File: src/drp_placeholder_none.sv
`default_nettype none
`default_nettype wire

File: src/drp_pkg.sv
// drp_pkg: register offsets, field positions, reset values and encodings
// of the single dma channel. assumes a 32-bit register port.
`default_nettype none
package drp_pkg;
  // register offsets (byte addresses)
  localparam logic [7:0] OFS_CTL  = 8'h00;
  localparam logic [7:0] OFS_ISRC = 8'h04;
  localparam logic [7:0] OFS_IDES = 8'h08;
  localparam logic [7:0] OFS_ICNT = 8'h0c;
  localparam logic [7:0] OFS_CSRC = 8'h10;
  localparam logic [7:0] OFS_CDES = 8'h14;
  localparam logic [7:0] OFS_CCNT = 8'h18;
  // control register fields
  localparam int CTL_STATE_LSB = 4;
  localparam int CTL_GATE_LSB  = 2;
  localparam int CTL_CMD_LSB   = 0;
  localparam logic [1:0] CMD_NONE   = 2'h0;
  localparam logic [1:0] CMD_START  = 2'h1;
  localparam logic [1:0] CMD_PAUSE  = 2'h2;
  localparam logic [1:0] CMD_CANCEL = 2'h3;
  localparam logic [1:0] GATE_OPEN  = 2'h0;
  localparam logic [1:0] ST_READY    = 2'h0;
  localparam logic [1:0] ST_COUNTING = 2'h1;
  localparam logic [1:0] ST_TERMINAL = 2'h2;
  // address register fields
  localparam int ADR_SIZE_LSB = 30;
  localparam int ADR_DIR_LSB  = 28;
  localparam int ADR_BITS     = 28;
  localparam logic [1:0] DIR_INC   = 2'h1;
  localparam logic [1:0] DIR_DEC   = 2'h2;
  localparam logic [1:0] DIR_FIXED = 2'h3;
  localparam logic [1:0] SIZE_WORD = 2'h2;
  // initial count register fields
  localparam int CNT_PROT_LSB = 30;
  localparam int CNT_MODE_LSB = 28;
  localparam int CNT_SEL_LSB  = 25;
  localparam int CNT_AR_BIT   = 24;
  localparam int CNT_EN_BIT   = 23;
  localparam int CNT_BITS     = 20;
  localparam logic [1:0] PROT_WHOLE  = 2'h0;
  localparam logic [1:0] PROT_DEMAND = 2'h1;
  localparam logic [1:0] MODE_UNIT   = 2'h0;
  localparam logic [1:0] MODE_BLOCK  = 2'h1;
  localparam logic [1:0] MODE_OTF    = 2'h2;
  // block burst, hardware sources, reset value, fsm states
  localparam int           BLK_BEATS = 4;
  localparam logic [4:0]   BLK_BYTES = 5'h10;
  localparam int           HW_SRCS   = 5;
  localparam logic [31:0]  REG_RST   = 32'h0000_0000;
  typedef enum logic [2:0] {S_IDLE, S_REQ, S_RD, S_WR, S_OTF, S_END, S_REL} drp_state_e;
endpackage
`default_nettype wire

File: src/drp_sync.sv
// drp_sync: two-flop synchroniser for pin levels.
// assumes the pins are asynchronous to ref_clk.
`default_nettype none
module drp_sync #(
  parameter int         W   = 1,
  parameter logic [0:0] IDL = 1'b1
) (
  input  wire logic         ref_clk,
  input  wire logic         resetn,
  input  wire logic [W-1:0] pin,
  output logic      [W-1:0] sync
);
  logic [W-1:0] meta;
  logic [W-1:0] next_meta;
  logic [W-1:0] next_sync;
  always_comb
  begin
    next_meta = pin;
    next_sync = meta;
  end
  always_ff @(posedge ref_clk or negedge resetn)
  begin
    if (!resetn)
    begin
      meta <= {W{IDL}};
      sync <= {W{IDL}};
    end
    else
    begin
      meta <= next_meta;
      sync <= next_sync;
    end
  end
endmodule
`default_nettype wire

File: src/drp_channel.sv
// drp_channel: one dma channel with request protocols, transfer modes,
// request source selection and paired initial/current registers.
// assumes a single-beat memory port acknowledged by mem_done and an
// arbiter that grants via bus_grant on the same clock.
//
// Overview of operation
// - whole mode: one request runs full count
// - whole mode: ack held until count done
// - whole mode: release bus after each unit (block mode: after each block)
// - whole mode: resume after other master, no request
// - demand mode: transfer while request held
// - demand mode: bus locked until operation ends
// - unit mode: one read then one write
// - block mode: four word reads, four writes
// - block mode: stop below sixteen bytes remaining
// - on-the-fly: single memory access per unit
// - on-the-fly: own data drivers stay off
// - command 01 starts configured channel
// - software start runs until less than one unit (block mode: 16 bytes) remains
// - external request honoured only if gated open
// - bridge channel: selectable hardware request source
// - auto reload copies initial when less than one unit (block mode: 16 bytes) remains
// - reload never restarts by itself
// - initial set plus live current set
// - initial writes apply at next reload
// - enable rising edge copies initial set
// - cancel command copies initial set
// - command self-clears; pause; start whole only
// - state field: ready, counting, terminal
// - gate 00 enables external request
`default_nettype none
module drp_channel
  import drp_pkg::*;
#(
  parameter int CNT_W  = drp_pkg::CNT_BITS,
  parameter bit BRIDGE = 1'b0
) (
  input  wire logic                 ref_clk,
  input  wire logic                 resetn,
  input  wire logic [7:0]           reg_addr,
  input  wire logic [31:0]          reg_wdata,
  input  wire logic                 reg_wr,
  input  wire logic                 reg_rd,
  output logic      [31:0]          reg_rdata,
  input  wire logic                 ext_dma_request_n,
  output logic                      ext_dma_ack_n,
  input  wire logic [HW_SRCS-1:0]   hw_req,
  output logic                      bus_req,
  output logic                      bus_lock,
  input  wire logic                 bus_grant,
  output logic [ADR_BITS-1:0]       mem_addr,
  output logic [1:0]                mem_size,
  output logic                      mem_rd,
  output logic                      mem_wr,
  output logic [31:0]               mem_wdata,
  output logic                      data_oe,
  input  wire logic [31:0]          mem_rdata,
  input  wire logic                 mem_done
);
  import drp_pkg::*;

  // refuse count widths that cannot hold a block or overlap the enable bit
  if (CNT_W < 5 || CNT_W > CNT_EN_BIT)
  begin
    $error("CNT_W out of range");
  end

  logic              req_n_s;
  logic              ext_q;
  logic [1:0]        gate;
  logic [1:0]        st;
  logic              paused;
  logic [31:0]       isrc;
  logic [31:0]       ides;
  logic [31:0]       icnt;
  logic [31:0]       csrc;
  logic [31:0]       cdes;
  logic [CNT_W-1:0]  ccnt;
  logic [1:0]        beat;
  logic [31:0]       buf_q [BLK_BEATS];
  drp_state_e        fsm;
  logic [1:0]        next_gate;
  logic [1:0]        next_st;
  logic              next_paused;
  logic [31:0]       next_isrc;
  logic [31:0]       next_ides;
  logic [31:0]       next_icnt;
  logic [31:0]       next_csrc;
  logic [31:0]       next_cdes;
  logic [CNT_W-1:0]  next_ccnt;
  logic [1:0]        next_beat;
  logic [31:0]       next_buf [BLK_BEATS];
  drp_state_e        next_fsm;
  logic [31:0]       next_rdata;

  drp_sync #(.W(1), .IDL(1'b1)) u_req_sync (
    .ref_clk (ref_clk),
    .resetn  (resetn),
    .pin     (ext_dma_request_n),
    .sync    (req_n_s)
  );

  // decoded configuration
  logic [1:0]        prot;
  logic [1:0]        mode;
  logic [2:0]        sel;
  logic              ar;
  logic              en;
  logic              whole;
  logic              demand;
  logic [1:0]        size;
  logic [CNT_W-1:0]  unit_bytes;
  logic [CNT_W-1:0]  svc_bytes;
  logic              fin;
  logic              ext_lvl;
  logic              hw_lvl;
  logic              ctl_wr;
  logic [1:0]        cmd;
  logic              sw_start;
  logic              do_cancel;
  logic              trig;
  logic              mem_is_src;
  logic              last_beat;

  assign prot       = icnt[CNT_PROT_LSB +: 2];
  assign mode       = icnt[CNT_MODE_LSB +: 2];
  assign sel        = icnt[CNT_SEL_LSB +: 3];
  assign ar         = icnt[CNT_AR_BIT];
  assign en         = icnt[CNT_EN_BIT];
  assign whole      = (prot == PROT_WHOLE);
  assign demand     = (prot == PROT_DEMAND);
  assign size       = (mode == MODE_BLOCK) ? SIZE_WORD : csrc[ADR_SIZE_LSB +: 2];
  assign unit_bytes = CNT_W'(1) << size;
  assign svc_bytes  = (mode == MODE_BLOCK) ? CNT_W'(BLK_BYTES) : unit_bytes;
  assign fin        = (ccnt < svc_bytes);
  assign ext_lvl    = !req_n_s && (gate == GATE_OPEN);
  assign hw_lvl     = BRIDGE && sel != 3'h0 && sel <= 3'(HW_SRCS)
                      && hw_req[sel - 3'h1];
  assign ctl_wr     = reg_wr && reg_addr == OFS_CTL;
  assign cmd        = reg_wdata[CTL_CMD_LSB +: 2];
  assign sw_start   = ctl_wr && cmd == CMD_START && whole;
  assign do_cancel  = ctl_wr && cmd == CMD_CANCEL;
  // whole mode starts on a request edge, demand mode on the level
  assign trig       = en && (sw_start || hw_lvl
                      || (demand ? ext_lvl : ext_lvl && !ext_q));
  // on-the-fly: memory is the source unless the source is the fixed device
  assign mem_is_src = csrc[ADR_DIR_LSB +: 2] != DIR_FIXED;
  assign last_beat  = (mode != MODE_BLOCK) || beat == 2'(BLK_BEATS - 1);

  function automatic logic [31:0] step(input logic [31:0] a, input logic [1:0] sz);
    logic [ADR_BITS-1:0] inc;
    inc = ADR_BITS'(1) << sz;
    step = a;
    if (a[ADR_DIR_LSB +: 2] == DIR_INC)
      step[ADR_BITS-1:0] = a[ADR_BITS-1:0] + inc;
    else if (a[ADR_DIR_LSB +: 2] == DIR_DEC)
      step[ADR_BITS-1:0] = a[ADR_BITS-1:0] - inc;
  endfunction

  always_comb
  begin
    next_gate   = gate;
    next_st     = st;
    next_paused = paused;
    next_isrc   = isrc;
    next_ides   = ides;
    next_icnt   = icnt;
    next_csrc   = csrc;
    next_cdes   = cdes;
    next_ccnt   = ccnt;
    next_beat   = beat;
    next_buf    = buf_q;
    next_fsm    = fsm;
    // initial set always takes writes; current set sees them only on a copy
    if (reg_wr && reg_addr == OFS_ISRC)
      next_isrc = reg_wdata;
    if (reg_wr && reg_addr == OFS_IDES)
      next_ides = reg_wdata;
    if (reg_wr && reg_addr == OFS_ICNT)
      next_icnt = reg_wdata;
    if (ctl_wr)
      next_gate = reg_wdata[CTL_GATE_LSB +: 2];
    case (fsm)
      S_IDLE:
      begin
        if (trig && !fin)
        begin
          next_paused = 1'b0;
          next_fsm    = S_REQ;
        end
        else if (trig)
          next_st = ST_TERMINAL;
      end
      S_REQ:
      begin
        if (bus_grant)
          next_fsm = (mode == MODE_OTF) ? S_OTF : S_RD;
      end
      S_RD:
      begin
        if (mem_done)
        begin
          next_buf[beat] = mem_rdata;
          next_csrc      = step(csrc, size);
          next_beat      = last_beat ? 2'h0 : beat + 2'h1;
          if (last_beat)
            next_fsm = S_WR;
        end
      end
      S_WR:
      begin
        if (mem_done)
        begin
          next_cdes = step(cdes, size);
          next_beat = last_beat ? 2'h0 : beat + 2'h1;
          if (last_beat)
          begin
            next_ccnt = ccnt - svc_bytes;
            next_st   = ST_COUNTING;
            next_fsm  = S_END;
          end
        end
      end
      S_OTF:
      begin
        if (mem_done)
        begin
          if (mem_is_src)
            next_csrc = step(csrc, size);
          else
            next_cdes = step(cdes, size);
          next_ccnt = ccnt - unit_bytes;
          next_st   = ST_COUNTING;
          next_fsm  = S_END;
        end
      end
      S_END:
      begin
        if (fin)
        begin
          next_st  = ST_TERMINAL;
          next_fsm = S_IDLE;
          if (ar)
          begin
            next_csrc = isrc;
            next_cdes = ides;
            next_ccnt = icnt[CNT_W-1:0];
            next_st   = ST_READY;
          end
        end
        else if (paused)
          next_fsm = S_IDLE;
        else if (demand)
          // request gone: stop here and keep the current set
          next_fsm = ext_lvl ? ((mode == MODE_OTF) ? S_OTF : S_RD)
                             : S_IDLE;
        else
          next_fsm = S_REL;
      end
      S_REL:
        next_fsm = S_REQ;
      default:
        next_fsm = S_IDLE;
    endcase
    // a pause wins over a start in the same cycle
    if (ctl_wr && cmd == CMD_PAUSE)
      next_paused = 1'b1;
    // enable rising edge or cancel reloads the current set at once
    if ((reg_wr && reg_addr == OFS_ICNT && reg_wdata[CNT_EN_BIT] && !en) || do_cancel)
    begin
      next_csrc = (reg_wr && reg_addr == OFS_ISRC) ? reg_wdata : isrc;
      next_cdes = ides;
      next_ccnt = (reg_wr && reg_addr == OFS_ICNT) ? reg_wdata[CNT_W-1:0]
                                                   : icnt[CNT_W-1:0];
      next_st   = ST_READY;
      next_beat = 2'h0;
      if (do_cancel)
      begin
        next_fsm    = S_IDLE;
        next_paused = 1'b0;
      end
    end
  end

  // register reads; the command field always reads back as zero
  always_comb
  begin
    next_rdata = 32'h0000_0000;
    if (reg_rd)
    begin
      case (reg_addr)
        OFS_CTL:  next_rdata = 32'({st, gate, CMD_NONE});
        OFS_ISRC: next_rdata = isrc;
        OFS_IDES: next_rdata = ides;
        OFS_ICNT: next_rdata = icnt;
        OFS_CSRC: next_rdata = csrc;
        OFS_CDES: next_rdata = cdes;
        OFS_CCNT: next_rdata = 32'(ccnt);
        default:  next_rdata = 32'h0000_0000;
      endcase
    end
  end

  always_ff @(posedge ref_clk or negedge resetn)
  begin
    if (!resetn)
    begin
      ext_q     <= 1'b0;
      gate      <= GATE_OPEN;
      st        <= ST_READY;
      paused    <= 1'b0;
      isrc      <= REG_RST;
      ides      <= REG_RST;
      icnt      <= REG_RST;
      csrc      <= REG_RST;
      cdes      <= REG_RST;
      ccnt      <= '0;
      beat      <= 2'h0;
      buf_q     <= '{default: REG_RST};
      fsm       <= S_IDLE;
      reg_rdata <= REG_RST;
    end
    else
    begin
      ext_q     <= ext_lvl;
      gate      <= next_gate;
      st        <= next_st;
      paused    <= next_paused;
      isrc      <= next_isrc;
      ides      <= next_ides;
      icnt      <= next_icnt;
      csrc      <= next_csrc;
      cdes      <= next_cdes;
      ccnt      <= next_ccnt;
      beat      <= next_beat;
      buf_q     <= next_buf;
      fsm       <= next_fsm;
      reg_rdata <= next_rdata;
    end
  end

  // bus and pin outputs
  assign bus_req       = fsm != S_IDLE && fsm != S_REL;
  assign bus_lock      = bus_req && demand;
  assign ext_dma_ack_n = (fsm == S_IDLE);
  assign mem_rd        = fsm == S_RD || (fsm == S_OTF && mem_is_src);
  assign mem_wr        = fsm == S_WR || (fsm == S_OTF && !mem_is_src);
  assign mem_addr      = (fsm == S_WR || (fsm == S_OTF && !mem_is_src))
                         ? cdes[ADR_BITS-1:0] : csrc[ADR_BITS-1:0];
  assign mem_size      = size;
  assign mem_wdata     = buf_q[beat];
  assign data_oe       = (fsm == S_WR);

  // checks
  property p_otf_no_drive;
    @(posedge ref_clk) disable iff (!resetn)
    (fsm == S_OTF) |-> !data_oe && (mem_rd ^ mem_wr);
  endproperty
  a_otf_no_drive: assert property (p_otf_no_drive)
    else $error("on-the-fly drives data bus");
  property p_whole_release;
    @(posedge ref_clk) disable iff (!resetn)
    (fsm == S_END && whole && !fin && !paused && !do_cancel) |=> !bus_req ##1 bus_req;
  endproperty
  a_whole_release: assert property (p_whole_release)
    else $error("whole mode did not release bus between units");
  property p_demand_lock;
    @(posedge ref_clk) disable iff (!resetn)
    demand && (fsm == S_RD || fsm == S_WR) |-> bus_lock && !ext_dma_ack_n;
  endproperty
  a_demand_lock: assert property (p_demand_lock)
    else $error("demand transfer without bus lock");
  property p_cancel_copy;
    @(posedge ref_clk) disable iff (!resetn)
    do_cancel && !(reg_wr && reg_addr != OFS_CTL) |=> fsm == S_IDLE
      && ccnt == $past(icnt[CNT_W-1:0]) && cdes == $past(ides);
  endproperty
  a_cancel_copy: assert property (p_cancel_copy)
    else $error("cancel did not reload current set");
  property p_enable_copy;
    @(posedge ref_clk) disable iff (!resetn)
    $rose(en) |-> ccnt == icnt[CNT_W-1:0] && st == ST_READY;
  endproperty
  a_enable_copy: assert property (p_enable_copy)
    else $error("enable edge did not reload current set");
  property p_terminal;
    @(posedge ref_clk) disable iff (!resetn)
    (fsm == S_END && fin && !ar && !do_cancel) |=> st == ST_TERMINAL && fsm == S_IDLE
      && ext_dma_ack_n;
  endproperty
  a_terminal: assert property (p_terminal)
    else $error("terminal count not reported");
  property p_block_burst;
    @(posedge ref_clk) disable iff (!resetn)
    (mode == MODE_BLOCK && fsm == S_REQ && bus_grant && !do_cancel) |=> fsm == S_RD
      && beat == 2'h0;
  endproperty
  a_block_burst: assert property (p_block_burst)
    else $error("block burst did not start at first beat");
  property p_reload_idle;
    @(posedge ref_clk) disable iff (!resetn)
    (fsm == S_END && fin && ar && !do_cancel) |=> fsm == S_IDLE && st == ST_READY
      && csrc == $past(isrc);
  endproperty
  a_reload_idle: assert property (p_reload_idle)
    else $error("auto reload wrong or restarted");
  property p_unit_count;
    @(posedge ref_clk) disable iff (!resetn)
    (fsm == S_WR && mem_done && mode == MODE_UNIT && !do_cancel)
      |=> ccnt == $past(ccnt) - $past(unit_bytes);
  endproperty
  a_unit_count: assert property (p_unit_count)
    else $error("unit write did not decrement count");
  property p_sw_start;
    @(posedge ref_clk) disable iff (!resetn)
    (fsm == S_IDLE && sw_start && en && !fin) |=> fsm == S_REQ ##0 bus_req;
  endproperty
  a_sw_start: assert property (p_sw_start)
    else $error("software start ignored");
  c_block: cover property (@(posedge ref_clk) disable iff (!resetn)
    mode == MODE_BLOCK && fsm == S_WR && mem_done && beat == 2'h3);
  c_demand_stop: cover property (@(posedge ref_clk) disable iff (!resetn)
    demand && fsm == S_END && !fin ##1 fsm == S_IDLE);
  c_reload: cover property (@(posedge ref_clk) disable iff (!resetn)
    fsm == S_END && fin && ar);
endmodule
`default_nettype wire

File: config.mk
export PLATFORM = sky130hd
export DESIGN_NAME = drp_channel
export DESIGN_NICKNAME = d
export VERILOG_FILES = /design/src/drp_placeholder_none.sv /design/src/drp_pkg.sv /design/src/drp_sync.sv /design/src/drp_channel.sv
export SDC_FILE = /design/constraint.sdc
export NUM_CORES = 1
export LEC_CHECK = 0
export BUFFER_PORTS_ARGS = -buffer_cell sky130_fd_sc_hd__buf_2
export CAP_MARGIN = 20
export CORE_AREA = 2 2 179 217
export DETAILED_ROUTE_END_ITERATION = 10
export DIE_AREA = 0 0 181 219
export PLACE_DENSITY = 0.8
export SLEW_MARGIN = 20
export SYNTH_ARGS = -nofsm -noshare
export SYNTH_HDL_FRONTEND = slang
export SYNTH_SLANG_ARGS = --single-unit
File: constraint.sdc
create_clock -name ref_clk -period 3.2 [get_ports ref_clk]
set_input_delay 0.64 -clock ref_clk [delete_from_list [all_inputs] [get_ports ref_clk]]
set_output_delay 0.64 -clock ref_clk [all_outputs]
set_load 0.02 [all_outputs]
==> results.yml <==
outcome:
  outcome: "finished, violations left"
  violations: "negative setup slack"
final_layout:
  area_delta_synth_final_pct: 28.10
  nNetsFinal: 2433
  stdcell_area_mm2: 0.02618
  layout-drive-gt1-share: 0.4192
grt:
  grt_max_degree: 72
  use_met3: 0.04713
  gr-usage-met1: 0.3815
  grt_pass1_vias: 18058
  use_met2: 0.5587
  track_usage: 0.3195
  grt_pass1_wl_um: 99540
  top_usage_layer: "met2"
  grt-ovfl-total: 0
  antenna_found_initial: 2
detailed_routing:
  drc: 0
  route.vias.total: 18192
  final_antenna_net_count: 0
  viasPerCell: 6.537
  wl_per_cell_um: 24.48
  drt-total-wl_um: 68130
  drtIter0Drc: 1500
  dr.pass1.iters: 7
yosys:
  synthesis.nets: 2111
  ys.flop_type: "dfrtp_1"
  yosysWarnings: 0
  yosysTopAreaCell: "dfrtp_1"
  synth_area_leaders: "dfrtp_1 (43%), mux2_2 (14%), ha_1 (4.4%)"
  ys_ff_latch: 353
  synthDistinctLibCells: 91
  synth-edff-count: 0
  synth.most_common_cell: "dfrtp_1"
  async_flop_share: 1.000
  synth_top_area_frac: 0.4297
  ys_seq_area_frac: 0.4323
  synth_common_cells: "dfrtp_1 (351), mux2_2 (257), nand2_1 (184), nor2_1 (134), a21oi_1 (119)"
  synth_area_mm2: 0.02044
  postSynthAreaPerCell_um2: 10.48
  syn_inst: 1951
cts:
  cts.sinks: 353
  cts_root_buf: "clkbuf_16"
  cts_max_level: 2
  clk_pin_slew_ns: 0.06
  ctsHoldBuffers: 0
  numCtsBuffers: 38
  insertion_delay_ns: 0.56
  clockBufferDepth: 3
  cts_tree: "built"
floorplanning:
  die_x_um: 181
  fp-row-count: 78
  die-area_mm2: 0.03964
  initial_core_util: 0.5454
  dieHeight_um: 219
  core-area_mm2: 0.03748
  ios: 184
power_and_ir_drop:
  cellLeakagePower_nw: 12.03
  vdd_drop_max_mv: 0.6551
  power_w: 0.02138
  power_density_mw_per_mm2: 816.7
hold_path:
  hp-class: "primary input to asynchronous set/reset pin"
sta:
  hold_viol: 0
  drv_slew: 0
  rsz0062_at_grt: "yes"
  setup_ws_ns: -0.3538
  period_minus_slack_ns: 3.554
  finalClockSkew_ns: 0.02049
  fmax_mhz: 281.4
  tightest_slew_ns: 1.049
  setup_viol: 47
  finalCritPeriodShare: 1.111
  relSlewSlack: 0.3004
placement:
  place_ws_ns: -0.4514
  numPortBuffers: 178
  hpwlAfterDp_um: 44360
  dpl_cell_area_mm2: 0.02309
  gp_congestion: 1.011
critical_path:
  crit_arrival_ns: 3.99
  worst-setup-path-type: "flop to flop"
  cp.required_ns: 3.64
  start_kind: "flop"
  critPathMaxFanout: 4
  end_kind: "flop"
flow_run:
  maxCapViolations: 0
[area by class of cell]
| cell class | count | area (um^2) |
|---|---|---|
| tap | 480 | 600.6 |
| multi-input combinational | 1421 | 12010 |
| antenna | 1 | 2.502 |
| sequential | 353 | 8841 |
| inverter | 47 | 188.9 |
| fill | 2543 | 11290 |
| clock inverter | 20 | 289.0 |
| clock buffer | 49 | 1042 |
| timing repair buffer | 412 | 3212 |
[logic make-up after synthesis]
family          Yosys count  share of synthesized area
compound gates          495                     0.1630
simple gates            482                     0.1091
flops                   353                     0.4323
mux                     299                     0.1825
buf+inv                 177                    0.03557
fa+ha+maj                76                    0.04799
xor+xnor                 69                    0.02957
[where the power goes]
group | internal (W) | total (W) | switching, W
logic | 0.00496 | 0.0106 | 0.00568
clock network | 0.00275 | 0.00470 | 0.00196
registers | 0.00518 | 0.00604 | 0.000861
[metal layers]
metal	vias up	part of all wire
li1	7855	-
met1	9039	0.36
met2	983	0.49
met3	313	0.079
met4	2	0.069
met5	-	0.00029
[registers in the layout, summed over array words and instances (netlist names), 3 cells and up]
register and flops:
ides 32, csrc 32, icnt 32, ccnt 20, buf_q 128, isrc 32, cdes 32, reg_rdata 32
fsm 3
[cells in the final DEF, fill, tap and decap left out, drive strengths merged, types with 6 or more instances in the layout]
cell	n
inv	46
o31ai	10
o211ai	41
o21ai	103
o311ai	6
nor4	10
or2	8
mux2	260
nor3	30
a31oi	40
nand2	187
buf	403
nor2b	15
and3	8
nand2b	16
dfrtp	351
a22oi	24
clkbuf	57
a21o	23
or3	10
a22o	22
a211oi	18
nand4	8
a21oi	119
nor2	135
mux2i	7
a222oi	28
o21a	10
clkinv	13
ha	72
nand3	38
xnor2	33
xor2	36
mux4	32
[timing repair]
item / in CTS / in global routing
buffers inserted: 34 / 26
endpoints found under the hold margin: 0 / 0
gates cloned: 1 / 10
endpoints found under the setup margin: 88 / 115
resized for setup: 107 / 173
pin swaps: 52 / 89
[critical path: stages, from the launching register on]
cell,delay (ns)
dfrtp_1,0.36
inv_2,0.07
buf_4,0.14
ha_4,0.18
buf_6,0.12
a21oi_2,0.18
ha_4,0.23
buf_6,0.11
o211ai_1,0.27
o211a_1,0.28
o31ai_4,0.12
a311oi_4,0.40
o31a_1,0.31
nor3_2,0.08
o31a_1,0.24
o311a_1,0.33
[through the flow]
| step | hold slack [ns] | utilization | cells | TNS [ns] |
|---|---|---|---|---|
| 2_1_floorplan | 0.3444 | - | 1951 | -0.1613 |
| 3_3_place_gp | 0.3483 | 0.6160 | 2650 | -7.852 |
| 3_5_place_dp | 0.3470 | 0.6160 | 2650 | -13.37 |
| 4_1_cts | 0.04781 | 0.6706 | 2751 | -1.357 |
| 5_1_grt | 0.07538 | 0.6987 | 2783 | -9.339 |
| 6_report | 0.04154 | 0.6987 | 2783 | -3.893 |
[worst paths after layout]
path | end | slack (ns) | cells past startpoint | startpoint
min in group ref_clk | u_req_sync.meta | 0.18 | 1 | ext_dma_request_n
worst min-delay path | buf_q[120] | 0.04 | 1 | resetn
worst max-delay path | cdes[27] | -0.35 | 15 | cdes[29]
max in group asynchronous | reg_rdata[6] | 2.29 | 2 | resetn
worst max register to register | cdes[27] | -0.35 | 15 | cdes[29]
worst min register to register | u_req_sync.sync | 0.35 | 0 | u_req_sync.meta
No activity file was read; power rests on OpenSTA's default activity.
